File: src/design/dlt_pkg.sv
// dlt_pkg: constants for the ddr latency-code parameter table.
// assumes a single 10 MHz clock domain; shared by the table module and the bench.
package dlt_pkg;
    localparam int unsigned DLT_AW        = 6;
    localparam int unsigned DLT_DW        = 8;
    localparam logic [5:0]  DLT_LAST_OFS  = 6'h2a;
    localparam logic [7:0]  DLT_OOR_DATA  = 8'hff;
    localparam logic [7:0]  DLT_PARAM_ID  = 8'h9a;
    localparam logic [7:0]  DLT_PARAM_LEN = 8'h2a;
    localparam logic [7:0]  DLT_NUM_ROWS  = 8'h05;
    localparam logic [7:0]  DLT_ROW_LEN   = 8'h08;
    localparam logic [7:0]  DLT_ASCII_F   = 8'h46;
    localparam logic [7:0]  DLT_ASCII_C   = 8'h43;
    localparam logic [7:0]  DLT_FAST_3B   = 8'h0d;
    localparam logic [7:0]  DLT_FAST_4B   = 8'h0e;
    localparam logic [7:0]  DLT_DUAL_3B   = 8'hbd;
    localparam logic [7:0]  DLT_DUAL_4B   = 8'hbe;
    localparam logic [7:0]  DLT_QUAD_3B   = 8'hed;
    localparam logic [7:0]  DLT_QUAD_4B   = 8'hee;
    localparam logic [7:0]  DLT_MHZ_50    = 8'h32;
    localparam logic [7:0]  DLT_MHZ_66    = 8'h42;
    localparam logic [1:0]  DLT_LC_00     = 2'h0;
    localparam logic [1:0]  DLT_LC_01     = 2'h1;
    localparam logic [1:0]  DLT_LC_10     = 2'h2;
    localparam logic [1:0]  DLT_LC_11     = 2'h3;
    // byte offsets inside the parameter block
    localparam logic [5:0]  DLT_OFS_ID    = 6'h00;
    localparam logic [5:0]  DLT_OFS_LEN   = 6'h01;
    localparam logic [5:0]  DLT_OFS_ROWS  = 6'h02;
    localparam logic [5:0]  DLT_OFS_RLEN  = 6'h03;
    localparam logic [5:0]  DLT_OFS_HDR_F = 6'h04;
    localparam logic [5:0]  DLT_OFS_HDR_C = 6'h05;
    localparam logic [5:0]  DLT_OFS_FAST3 = 6'h06;
    localparam logic [5:0]  DLT_OFS_FAST4 = 6'h07;
    localparam logic [5:0]  DLT_OFS_DUAL3 = 6'h08;
    localparam logic [5:0]  DLT_OFS_DUAL4 = 6'h09;
    localparam logic [5:0]  DLT_OFS_QUAD3 = 6'h0a;
    localparam logic [5:0]  DLT_OFS_QUAD4 = 6'h0b;
    // each latency row: frequency, code, then mode/latency for fast, dual, quad
    localparam logic [5:0]  DLT_OFS_ROW2  = 6'h0c;
    localparam logic [5:0]  DLT_OFS_ROW3  = 6'h14;
    localparam logic [5:0]  DLT_OFS_ROW4  = 6'h1c;
    localparam logic [5:0]  DLT_OFS_ROW5  = 6'h24;
    localparam logic [5:0]  DLT_FLD_FREQ  = 6'h00;
    localparam logic [5:0]  DLT_FLD_CODE  = 6'h01;
    localparam logic [5:0]  DLT_FLD_FM    = 6'h02;
    localparam logic [5:0]  DLT_FLD_FL    = 6'h03;
    localparam logic [5:0]  DLT_FLD_DM    = 6'h04;
    localparam logic [5:0]  DLT_FLD_DL    = 6'h05;
    localparam logic [5:0]  DLT_FLD_QM    = 6'h06;
    localparam logic [5:0]  DLT_FLD_QL    = 6'h07;
    // dummy settings per latency code: mode/latency for fast, dual, quad
    localparam logic [7:0]  DLT_M0        = 8'h00;
    localparam logic [7:0]  DLT_M1        = 8'h01;
    localparam logic [7:0]  DLT_L3        = 8'h03;
    localparam logic [7:0]  DLT_L4        = 8'h04;
    localparam logic [7:0]  DLT_L5        = 8'h05;
    localparam logic [7:0]  DLT_L6        = 8'h06;
    localparam logic [7:0]  DLT_L7        = 8'h07;
    localparam logic [7:0]  DLT_L8        = 8'h08;
    typedef enum logic [1:0] {
        DLT_RD_FAST = 2'h0,
        DLT_RD_DUAL = 2'h1,
        DLT_RD_QUAD = 2'h3
    } dlt_rd_kind_t;
endpackage

File: src/design/dlt_latency_table.sv
// dlt_latency_table: read-only ddr latency-code parameter table plus the
// dummy-cycle lookup the read engine uses. byte reads answer one clock later.
// assumes reads come from the query decoder on the same clock.
// How it works
// - byte zero reads parameter identifier 9Ah marking ddr latency table
// - byte one reads length 2Ah; next parameter at offset plus length plus one
// - header row starts with ASCII F then ASCII C
// - fast ddr read codes 0Dh (3-byte) and 0Eh (4-byte)
// - dual ddr read codes BDh (3-byte) and BEh (4-byte)
// - quad ddr read codes EDh (3-byte) and EEh (4-byte)
// - frequency byte is max clock in MHz: 50, then 66 thrice
// - code 11b: fast/dual 0+4, quad 1+3 cycles
// - code 00b: fast 5, dual 6, quad 1+6 cycles
// - code 01b: fast 6, dual 7, quad 1+7 cycles
// - code 10b: fast 7, dual 8, quad 1 mode cycle
`default_nettype none
module dlt_latency_table (
    input  wire logic                      clk_in,
    input  wire logic                      sys_rst_in,
    input  wire logic                      rd_en_in,
    input  wire logic [dlt_pkg::DLT_AW-1:0] rd_addr_in,
    input  wire logic [1:0]                lat_code_in,
    input  wire logic [1:0]                rd_kind_in,
    output logic      [dlt_pkg::DLT_DW-1:0] rd_data_out,
    output logic                           rd_valid_out,
    output logic      [7:0]                mode_cycles_out,
    output logic      [7:0]                lat_cycles_out
);
    import dlt_pkg::*;

    // ==========================================================
    // table contents
    function automatic logic [7:0] table_byte(input logic [5:0] a);
        logic [7:0] d;
        d = DLT_OOR_DATA;
        case (a)
            DLT_OFS_ID:    d = DLT_PARAM_ID;
            DLT_OFS_LEN:   d = DLT_PARAM_LEN;
            DLT_OFS_ROWS:  d = DLT_NUM_ROWS;
            DLT_OFS_RLEN:  d = DLT_ROW_LEN;
            DLT_OFS_HDR_F: d = DLT_ASCII_F;
            DLT_OFS_HDR_C: d = DLT_ASCII_C;
            DLT_OFS_FAST3: d = DLT_FAST_3B;
            DLT_OFS_FAST4: d = DLT_FAST_4B;
            DLT_OFS_DUAL3: d = DLT_DUAL_3B;
            DLT_OFS_DUAL4: d = DLT_DUAL_4B;
            DLT_OFS_QUAD3: d = DLT_QUAD_3B;
            DLT_OFS_QUAD4: d = DLT_QUAD_4B;
            DLT_OFS_ROW2 + DLT_FLD_FREQ: d = DLT_MHZ_50;
            DLT_OFS_ROW3 + DLT_FLD_FREQ,
            DLT_OFS_ROW4 + DLT_FLD_FREQ,
            DLT_OFS_ROW5 + DLT_FLD_FREQ: d = DLT_MHZ_66;
            DLT_OFS_ROW2 + DLT_FLD_CODE: d = {6'h00, DLT_LC_11};
            DLT_OFS_ROW2 + DLT_FLD_FM,
            DLT_OFS_ROW2 + DLT_FLD_DM:   d = DLT_M0;
            DLT_OFS_ROW2 + DLT_FLD_FL,
            DLT_OFS_ROW2 + DLT_FLD_DL:   d = DLT_L4;
            DLT_OFS_ROW2 + DLT_FLD_QM:   d = DLT_M1;
            DLT_OFS_ROW2 + DLT_FLD_QL:   d = DLT_L3;
            DLT_OFS_ROW3 + DLT_FLD_CODE: d = {6'h00, DLT_LC_00};
            DLT_OFS_ROW3 + DLT_FLD_FM,
            DLT_OFS_ROW3 + DLT_FLD_DM:   d = DLT_M0;
            DLT_OFS_ROW3 + DLT_FLD_FL:   d = DLT_L5;
            DLT_OFS_ROW3 + DLT_FLD_DL,
            DLT_OFS_ROW3 + DLT_FLD_QL:   d = DLT_L6;
            DLT_OFS_ROW3 + DLT_FLD_QM:   d = DLT_M1;
            DLT_OFS_ROW4 + DLT_FLD_CODE: d = {6'h00, DLT_LC_01};
            DLT_OFS_ROW4 + DLT_FLD_FM,
            DLT_OFS_ROW4 + DLT_FLD_DM:   d = DLT_M0;
            DLT_OFS_ROW4 + DLT_FLD_FL:   d = DLT_L6;
            DLT_OFS_ROW4 + DLT_FLD_DL,
            DLT_OFS_ROW4 + DLT_FLD_QL:   d = DLT_L7;
            DLT_OFS_ROW4 + DLT_FLD_QM:   d = DLT_M1;
            // code 10b row; last latency byte is truncated
            DLT_OFS_ROW5 + DLT_FLD_CODE: d = {6'h00, DLT_LC_10};
            DLT_OFS_ROW5 + DLT_FLD_FM,
            DLT_OFS_ROW5 + DLT_FLD_DM:   d = DLT_M0;
            DLT_OFS_ROW5 + DLT_FLD_FL:   d = DLT_L7;
            DLT_OFS_ROW5 + DLT_FLD_DL:   d = DLT_L8;
            DLT_OFS_ROW5 + DLT_FLD_QM:   d = DLT_M1;
            default: d = DLT_OOR_DATA;
        endcase
        return d;
    endfunction

    // ==========================================================
    // byte read port
    logic [7:0] next_rd_data;
    logic       next_rd_valid;
    logic [7:0] next_mode;
    logic [7:0] next_lat;
    logic [5:0] row_base;

    always_comb begin
        next_rd_valid = rd_en_in;
        next_rd_data  = rd_en_in ? table_byte(rd_addr_in) : rd_data_out;
        // row start: code 11b is row 2, 00b row 3, 01b row 4, 10b row 5
        case (lat_code_in)
            DLT_LC_11: row_base = DLT_OFS_ROW2;
            DLT_LC_00: row_base = DLT_OFS_ROW3;
            DLT_LC_01: row_base = DLT_OFS_ROW4;
            default:   row_base = DLT_OFS_ROW5;
        endcase
        // dummy lookup from the same table
        case (rd_kind_in)
            DLT_RD_FAST: begin
                next_mode = table_byte(row_base + DLT_FLD_FM);
                next_lat  = table_byte(row_base + DLT_FLD_FL);
            end
            DLT_RD_DUAL: begin
                next_mode = table_byte(row_base + DLT_FLD_DM);
                next_lat  = table_byte(row_base + DLT_FLD_DL);
            end
            default: begin
                next_mode = table_byte(row_base + DLT_FLD_QM);
                next_lat  = table_byte(row_base + DLT_FLD_QL);
            end
        endcase
    end

    always_ff @(posedge clk_in) begin
        if (sys_rst_in) begin
            rd_data_out     <= 8'h00;
            rd_valid_out    <= 1'b0;
            mode_cycles_out <= 8'h00;
            lat_cycles_out  <= 8'h00;
        end else begin
            rd_data_out     <= next_rd_data;
            rd_valid_out    <= next_rd_valid;
            mode_cycles_out <= next_mode;
            lat_cycles_out  <= next_lat;
        end
    end

    // ==========================================================
    // checks
    // reset is synchronous, so the release edge still clears the outputs;
    // the disable alone misses that attempt, hence reset low in each antecedent
    AST_ID_BYTE: assert property (@(posedge clk_in) disable iff (sys_rst_in)
        !sys_rst_in && rd_en_in && rd_addr_in == DLT_OFS_ID
        |=> rd_valid_out && rd_data_out == DLT_PARAM_ID)
        else $error("id byte wrong");
    AST_LEN_BYTE: assert property (@(posedge clk_in) disable iff (sys_rst_in)
        !sys_rst_in && rd_en_in && rd_addr_in == DLT_OFS_LEN
        |=> rd_data_out == DLT_PARAM_LEN)
        else $error("length byte wrong");
    // past the block every offset reads the unsupported marker
    AST_OOR_BYTE: assert property (@(posedge clk_in) disable iff (sys_rst_in)
        !sys_rst_in && rd_en_in && rd_addr_in > DLT_LAST_OFS
        |=> rd_valid_out && rd_data_out == DLT_OOR_DATA)
        else $error("byte beyond block wrong");
    AST_HDR_F: assert property (@(posedge clk_in) disable iff (sys_rst_in)
        !sys_rst_in && rd_en_in && rd_addr_in == DLT_OFS_HDR_F
        |=> rd_data_out == DLT_ASCII_F)
        else $error("header F wrong");
    AST_HDR_C: assert property (@(posedge clk_in) disable iff (sys_rst_in)
        !sys_rst_in && rd_en_in && rd_addr_in == DLT_OFS_HDR_C
        |=> rd_data_out == DLT_ASCII_C)
        else $error("header C wrong");
    AST_FAST3_CODE: assert property (@(posedge clk_in) disable iff (sys_rst_in)
        !sys_rst_in && rd_en_in && rd_addr_in == DLT_OFS_FAST3
        |=> rd_data_out == DLT_FAST_3B)
        else $error("fast 3-byte code wrong");
    AST_FAST_CODE: assert property (@(posedge clk_in) disable iff (sys_rst_in)
        !sys_rst_in && rd_en_in && rd_addr_in == DLT_OFS_FAST4
        |=> rd_data_out == DLT_FAST_4B)
        else $error("fast 4-byte code wrong");
    AST_DUAL_CODE: assert property (@(posedge clk_in) disable iff (sys_rst_in)
        !sys_rst_in && rd_en_in && rd_addr_in == DLT_OFS_DUAL3
        |=> rd_data_out == DLT_DUAL_3B)
        else $error("dual 3-byte code wrong");
    AST_DUAL4_CODE: assert property (@(posedge clk_in) disable iff (sys_rst_in)
        !sys_rst_in && rd_en_in && rd_addr_in == DLT_OFS_DUAL4
        |=> rd_data_out == DLT_DUAL_4B)
        else $error("dual 4-byte code wrong");
    AST_QUAD3_CODE: assert property (@(posedge clk_in) disable iff (sys_rst_in)
        !sys_rst_in && rd_en_in && rd_addr_in == DLT_OFS_QUAD3
        |=> rd_data_out == DLT_QUAD_3B)
        else $error("quad 3-byte code wrong");
    AST_QUAD_CODE: assert property (@(posedge clk_in) disable iff (sys_rst_in)
        !sys_rst_in && rd_en_in && rd_addr_in == DLT_OFS_QUAD4
        |=> rd_data_out == DLT_QUAD_4B)
        else $error("quad 4-byte code wrong");
    AST_FREQ_50: assert property (@(posedge clk_in) disable iff (sys_rst_in)
        !sys_rst_in && rd_en_in && rd_addr_in == DLT_OFS_ROW2 + DLT_FLD_FREQ
        |=> rd_data_out == DLT_MHZ_50)
        else $error("row 2 frequency wrong");
    AST_FREQ_66: assert property (@(posedge clk_in) disable iff (sys_rst_in)
        !sys_rst_in && rd_en_in && (rd_addr_in == DLT_OFS_ROW3 + DLT_FLD_FREQ
        || rd_addr_in == DLT_OFS_ROW4 + DLT_FLD_FREQ
        || rd_addr_in == DLT_OFS_ROW5 + DLT_FLD_FREQ)
        |=> rd_data_out == DLT_MHZ_66)
        else $error("rows 3 to 5 frequency wrong");
    AST_LC11_FAST: assert property (@(posedge clk_in) disable iff (sys_rst_in)
        !sys_rst_in && lat_code_in == DLT_LC_11 && rd_kind_in == DLT_RD_FAST
        |=> mode_cycles_out == DLT_M0 && lat_cycles_out == DLT_L4)
        else $error("code 11b fast dummy wrong");
    AST_LC11_QUAD: assert property (@(posedge clk_in) disable iff (sys_rst_in)
        !sys_rst_in && lat_code_in == DLT_LC_11 && rd_kind_in == DLT_RD_QUAD
        |=> mode_cycles_out == DLT_M1 && lat_cycles_out == DLT_L3)
        else $error("code 11b quad dummy wrong");
    AST_LC00_CODE: assert property (@(posedge clk_in) disable iff (sys_rst_in)
        !sys_rst_in && rd_en_in && rd_addr_in == DLT_OFS_ROW3 + DLT_FLD_CODE
        |=> rd_data_out == {6'h00, DLT_LC_00})
        else $error("row 3 code byte wrong");
    AST_LC00_DUAL: assert property (@(posedge clk_in) disable iff (sys_rst_in)
        !sys_rst_in && lat_code_in == DLT_LC_00 && rd_kind_in == DLT_RD_DUAL
        |=> mode_cycles_out == DLT_M0 && lat_cycles_out == DLT_L6)
        else $error("code 00b dual dummy wrong");
    AST_LC00_QUAD: assert property (@(posedge clk_in) disable iff (sys_rst_in)
        !sys_rst_in && lat_code_in == DLT_LC_00 && rd_kind_in == DLT_RD_QUAD
        |=> mode_cycles_out == DLT_M1 && lat_cycles_out == DLT_L6)
        else $error("code 00b quad dummy wrong");
    AST_LC01_FAST: assert property (@(posedge clk_in) disable iff (sys_rst_in)
        !sys_rst_in && lat_code_in == DLT_LC_01 && rd_kind_in == DLT_RD_FAST
        |=> mode_cycles_out == DLT_M0 && lat_cycles_out == DLT_L6)
        else $error("code 01b fast dummy wrong");
    AST_LC01_QUAD: assert property (@(posedge clk_in) disable iff (sys_rst_in)
        !sys_rst_in && lat_code_in == DLT_LC_01 && rd_kind_in == DLT_RD_QUAD
        |=> mode_cycles_out == DLT_M1 && lat_cycles_out == DLT_L7)
        else $error("code 01b quad dummy wrong");
    AST_LC10_DUAL: assert property (@(posedge clk_in) disable iff (sys_rst_in)
        !sys_rst_in && lat_code_in == DLT_LC_10 && rd_kind_in == DLT_RD_DUAL
        |=> mode_cycles_out == DLT_M0 && lat_cycles_out == DLT_L8)
        else $error("code 10b dual dummy wrong");
    // quad latency of this row is absent, so it reads the unsupported marker
    AST_LC10_QUAD: assert property (@(posedge clk_in) disable iff (sys_rst_in)
        !sys_rst_in && lat_code_in == DLT_LC_10 && rd_kind_in == DLT_RD_QUAD
        |=> mode_cycles_out == DLT_M1 && lat_cycles_out == DLT_OOR_DATA)
        else $error("code 10b quad dummy wrong");
endmodule
`default_nettype wire

File: config.mk
export PLATFORM = sky130hd
export DESIGN_NAME = dlt_latency_table
export DESIGN_NICKNAME = d
export VERILOG_FILES = /design/src/design/dlt_pkg.sv /design/src/design/dlt_latency_table.sv
export SDC_FILE = /design/constraint.sdc
export NUM_CORES = 1
export LEC_CHECK = 0
export BUFFER_PORTS_ARGS = -buffer_cell sky130_fd_sc_hd__buf_2
export CAP_MARGIN = 20
export CORE_ASPECT_RATIO = 1.4
export CORE_UTILIZATION = 30
export CTS_CLUSTER_DIAMETER = 40
export DETAILED_ROUTE_END_ITERATION = 10
export GPL_ROUTABILITY_DRIVEN = 0
export HOLD_SLACK_MARGIN = 0.1
export PLACE_DENSITY = 0.49
export SLEW_MARGIN = 20
export SYNTH_ARGS = -nofsm -noshare
export SYNTH_HDL_FRONTEND = slang
export SYNTH_SLANG_ARGS = --single-unit
File: constraint.sdc
create_clock -name clk_in -period 1.49 [get_ports clk_in]
set_input_delay 0.149 -clock clk_in [delete_from_list [all_inputs] [get_ports clk_in]]
set_output_delay 0.149 -clock clk_in [all_outputs]
set_load 0.005 [all_outputs]
======== Word level (Yosys, flattened, before mapping) ========
Memory sizes are Yosys's and may differ from the RTL's. A register that Yosys moved wholly into a read port is not among the register bits.
Index checks and enable logic that the tools add are counted.
storage, ports and cells
  register bits ........................... 17
  latch bits .............................. 0
  memory bits (writable) .................. 0
  memory bits (read-only) ................. 3,584
  bits of input ports ..................... 13
  output and inout bits ................... 25
  word-level logic and storage cells ...... 24
  memories ................................ 7
memory list
  memory            words  width  read ports  clocked after memory_dff  wr ports  RTL line                 RTL
  (name not given)  64     8      1           1                         0         dlt_latency_table.sv:36  case (a)
  (name not given)  64     8      1           0                         0         dlt_latency_table.sv:36
  (name not given)  64     8      1           0                         0         dlt_latency_table.sv:36
  (name not given)  64     8      1           0                         0         dlt_latency_table.sv:36
  (name not given)  64     8      1           0                         0         dlt_latency_table.sv:36
  (name not given)  64     8      1           0                         0         dlt_latency_table.sv:36
  1 more memories   n/a    n/a    n/a         n/a                       n/a       n/a
operators by class
  $add $sub $neg .......................... 6
  $mul .................................... 0
  div/mod/pow operators ................... 0
  magnitude comparators ................... 0
  equality and inequality tests ........... 3
  shift-type cells ........................ 0
  muxes and demuxes ....................... 3
  bitwise operators ....................... 0
  reduce and logical (&&, ||, !) cells .... 2
operators by type and width
  cell                   count
  $pmux W8 S2            2
  $add A6 B3 Y6 const B  4
  $pmux W6 S3            1
  $add A6 B2 Y6 const B  2
  $eq A2 B1 Y1 const B   2
  $logic_not A2 Y1       2
  $eq A2 B2 Y1 const B   1

======== Longest topological paths before layout ========
An unclocked memory read counts as a cell.
  depth after elaboration ................. 5
  gate-level depth with buffers ........... 8
  gate-level depth less buffers ........... 7

======== Worst setup path before layout ========
Ideal clock, no wire load.
  path kind ............................... input-to-reg
  start point ............................. input port lat_code_in[0]
  end point ............................... register lat_cycles_out[5]
  setup time .............................. 0.116 ns
  arrival ................................. 1.352 ns
  setup slack ............................. 0.022 ns
  stages on the path ...................... 8
  buffers on the path ..................... 1
  cells stage by stage .................... inv_1 ha_1 inv_1 ha_1 nor2b_1 and3_1 clkbuf_1 a31o_2
between the ends
  cells in the longest elaborated chain, start to end .. 5
  elaborated cells between the ends (all ways) .. 11
  classes of those cells .................. 3 x add/sub; 2 x eq/ne; 2 x mux; 1 x reduce/logical; 3 x memory
ends and longest elaborated chain
  item                                         RTL line                  RTL
  start: declaration                           dlt_latency_table.sv:22   input wire logic [1:0] lat_code_in,
  $eq A2 B1 Y1, or another cell as far along   dlt_latency_table.sv:98   case (lat_code_in)
  $pmux W6 S3 (*)                              dlt_latency_table.sv:98
  $add A6 B3 Y6, or another cell as far along  dlt_latency_table.sv:116  next_lat = table_byte(row_base + DLT_FLD_QL);
  $mem_v2 Z64 W8                               n/a
  $pmux W8 S2 (*)                              dlt_latency_table.sv:105  case (rd_kind_in)
  end signal: assignment                       dlt_latency_table.sv:131  lat_cycles_out <= next_lat;
  end: declaration                             dlt_latency_table.sv:27   output logic [7:0] lat_cycles_out
Every way passes the cells marked *; elsewhere a longest branch is shown, timed or not.
A chain may end at the register's enable or synchronous reset.

======== Worst setup path in the final report ========
Same ends and word-level chain as after synthesis.

==> results.md <==
- The height of the die is 86.9 um.
- The quantity of I/O buffers inserted on ports is 37.
- The number of H-tree branching levels is 1.
- The average instance area after synthesis is 8.31 um2.
- The startpoint of the most critical hold path is rd_kind_in[0].
- Counting along the longest clock path gives a buffer depth of 2.
- The critical path class is primary input to flip-flop.
- In this run the clock root is driven by a clkbuf_8.
- CTS saw 24 sinks.
- In the synthesized netlist, the number of instances is 186.
- The mapped netlist covers 1550 um2.
- The required time of the critical path is 1.65 ns.
- The routed layout has 1399 vias.
- The endpoint of the most critical register-to-register path is rd_data_out[0]$_SDFFE_PP0P_.
- The share of post-route cells with drive strength above 1 is 30.7%.
- The placed wire-length estimate after detailed placement is 2910 um.
- Once layout is done, the placed cells without fillers occupy 1920 um2.
- Once placement finished, the instance area stood at 1870 um2.
- The highest clock rate is 812 MHz.
- The count of state elements after synthesis is 24.
- The startpoint identified for the worst register-to-register timing path is rd_data_out[0]$_SDFFE_PP0P_.
- The insertion delay of the later-clocked pin in the worst-skew pair is 0.26 ns.
- The ratio of total power to cell area is 771 nW/um2.
- The multi-input combinational cells in the finished layout cover a total of 932 um2.
- After detailed routing, the number of vias per cell comes to 4.74.
- The via count of the first global-routing pass is 1340.
- The sequential cell area is 480 um2.
- Setup slack on the worst reg-to-reg path comes out at 0.47 ns.
- After detailed routing, the number of remaining DRC violations is 0.
- The final critical-path required period is 1.23 ns.
- The run finished with clean final reports.
- The analysis attributes to cell leakage a power of 0.902 nW.
- The area added between synthesis and finish is 24.3%.
- The overall fraction of global-route tracks in use is 13.9%.
- After the last flow step, the layout net total stands at 260.
- The peak ir drop on the vdd network is 0.342 mV.
- Setup repair after global routing left no endpoint under its margin.
- The total inserted antenna cells is 0.
- In this run, CTS created clock tree buffers numbering 3.
- The floorplan core area is 4920 um2.
- The detail route stage leaves a number of antenna-violating nets equal to 0.
- When the netlist entered floorplanning its net count stood at 214.
- The layout has 543 filler cells.
- The initial core utilization is 31.4%.
- The first detailed-routing pass took 4 iterations.
- The initial antenna violation count is 0.
- Clock-pin slew was measured on the worst setup and hold paths at 0.08 ns.
- The number of hold violations in the final report was 0.
- The number of distinct library cells after synthesis is 43.
- At the pin with the least slew margin, the transition time is 0.408 ns.
- Buffers inserted to repair hold after CTS numbered 0.
- Entering global routing, the biggest net connects 20 pins.
- Excluding fillers, the count of instances in the completed layout stands at 295.
- The worst reg-to-reg path cell count is 3.
- Max-cap violations in this run came to 0.
- After floorplanning, the core was divided into 30 placement rows.
- Along the worst path, the maximum fanout reaches 5.
- The worst setup path is captured at a flip-flop.
- The horizontal die dimension is 62.7 um.
- The total number of yosys warnings is 0.
- The average wire per standard cell is 12.5 um.
- Counting instances, the worst hold path has a depth of 2.
- The setup violation total in the final timing report is 0.
- Gates resized during post-CTS repair numbered 0.
- The routed design has 3680 um of wire.
- The number of max-slew violations in the final report is 0.
- The library cell used most frequently in the layout, excluding fill and tap cells, is buf_2.
- The total congestion overflow is 0.
- The CTS tree is done.
- The global-route wire length before repair is 6040 um.
- In this run, the number of DRC markers left after iteration 0 of detailed routing was 88.
- The top cell types in the final layout, fill and taps aside, are buf_2 (37), dfxtp_1 (24), buf_4 (20), nor2_1 (19), ha_1 (15).
- Between clock sinks in the finished design, the worst skew comes to 0 ns.
- The number of placed cells counting well taps is 291.
- The post-CTS setup repair buffer count is 0.
- The critical path data arrival time is 1.39 ns.
- The critical path launch point type is a primary input.
- After synthesis, flip-flops and latches occupy 31.1% of the total area.
- The final period utilization is 82.7%.
- The worst-case headroom to the max-slew limit is 72.1%.
- The I/O pin count is 38.
- The worst hold path terminates at lat_cycles_out[2]$_SDFF_PP0_.
- The floorplan step defined a die boundary enclosing 5450 um2.
- The worst hold path class is primary input to flip-flop.
-- per-layer routing --
layer	GRT usage, %	vias up	wire length [um]
met5	0	-	0
met4	5.71	0	40
met3	1.57	4	84
met2	26.9	26	2000
met1	15.3	630	1550
li1	-	739	-
-- final cells by class --
class / instances / area share [%]
Tap cell: 64 / 4.17
Clock buffer: 4 / 2.87
Sequential cell: 24 / 25.0
Timing Repair Buffer: 57 / 17.5
Multi-Input combinational cell: 136 / 48.5
Inverter: 10 / 1.95
-- report_power, final --
part,internal (W),switching (W)
logic,0.000162,0.000191
clock network,0.000235,0.000199
registers,0.000680,0.0000133
-- cells by family (layout without fill, tap and decap cells) --
logic type               count (synthesis)  in the layout  synth area share, %
multiplexers                             4              4                 2.91
AO/OA/AOI/OAI                           52             52                 24.1
adder cells (fa/ha/maj)                 15             15                 12.1
AND/OR/NAND/NOR                         64             64                 20.6
XOR/XNOR                                 1              1                0.567
flip-flops                              24             24                 31.1
buffers and inverters                   26             71                 8.58
-- worst max-delay path by stage --
stage / from / end / slack (ns) / cells past startpoint
after floorplan: lat_code_in[0] / lat_cycles_out[5]$_SDFF_PP0_ / 0.02 / 8
after global placement: rd_addr_in[1] / rd_data_out[0]$_SDFFE_PP0P_ / 0.01 / 5
after detailed placement: lat_code_in[0] / lat_cycles_out[5]$_SDFF_PP0_ / -0.01 / 8
after CTS: lat_code_in[0] / lat_cycles_out[5]$_SDFF_PP0_ / 0.27 / 8
after global routing: lat_code_in[0] / lat_cycles_out[5]$_SDFF_PP0_ / 0.17 / 8
final: lat_code_in[0] / lat_cycles_out[5]$_SDFF_PP0_ / 0.26 / 8
-- worst max-delay path: stages --
cell and delay (ns):
buf_2 0.10, inv_1 0.09, ha_1 0.18, inv_1 0.06, ha_1 0.20, nor2b_1 0.15, and3_1 0.24, a31o_2 0.22
-- through the flow --
step / hold slack, ns / worst slack (ns) / setup TNS, ns / util (%) / total power (W)
after detailed placement: 0.482 / -0.0127 / -0.0435 / 37.9 / 0.00107
final: 0.218 / 0.258 / 0 / 39.1 / 0.00148
after global routing: 0.215 / 0.170 / 0 / 39.1 / 0.00157
after floorplan: 0.361 / 0.0221 / 0 / - / 0.000931
after CTS: 0.209 / 0.269 / 0 / 39.1 / 0.00151
after global placement: 0.480 / 0.0113 / 0 / 37.9 / 0.00107
-- registers in the layout (all words and copies together) (netlist names), named ones only --
| register | cells |
|---|---|
| lat_cycles_out | 7 |
| mode_cycles_out | 7 |
| rd_data_out | 8 |
| rd_valid_out | 1 |
-- cells in the mapped netlist --
cell       count  area [um2]
o2bb2ai_1      1        8.76
o41ai_2        1        16.3
mux2i_1        3        30.0
a21oi_1       12        60.1
o2111ai_1      1        8.76
o32ai_1        1        8.76
o211ai_2       1        12.5
clkbuf_1       4        15.0
nor3_1         8        40.0
nand2_1       13        48.8
o221ai_1       1        8.76
and2_0         1        6.26
nor2_1        19        71.3
buf_4          1        7.51
o31a_1         1        8.76
a2111oi_2      1        15.0
nor4b_1        1        8.76
dfxtp_1       24         480
nand2b_1       8        50.1
o21ai_0        9        45.0
mux2_4         1        15.0
ha_1          15         188
a32oi_1        2        17.5
buf_2          7        35.0
buf_1          1        3.75
a31oi_1        1        6.26
a311oi_1       2        17.5
a21o_1         1        7.51
o21a_1         2        15.0
a2111oi_0      1        8.76
buf_6          3        33.8
xnor2_1        1        8.76
a31o_2         4        35.0
nor3b_1        1        7.51
o21ai_1        1        5.00
and2_2         1        7.51
a211oi_1       7        52.6
and3_1         1        6.26
inv_1         10        37.5
o211ai_1       2        15.0
nand3_1        2        10.0
nor2b_1        8        50.1
or4_4          1        11.3
Note: power is estimated with default switching activity, not from simulation.
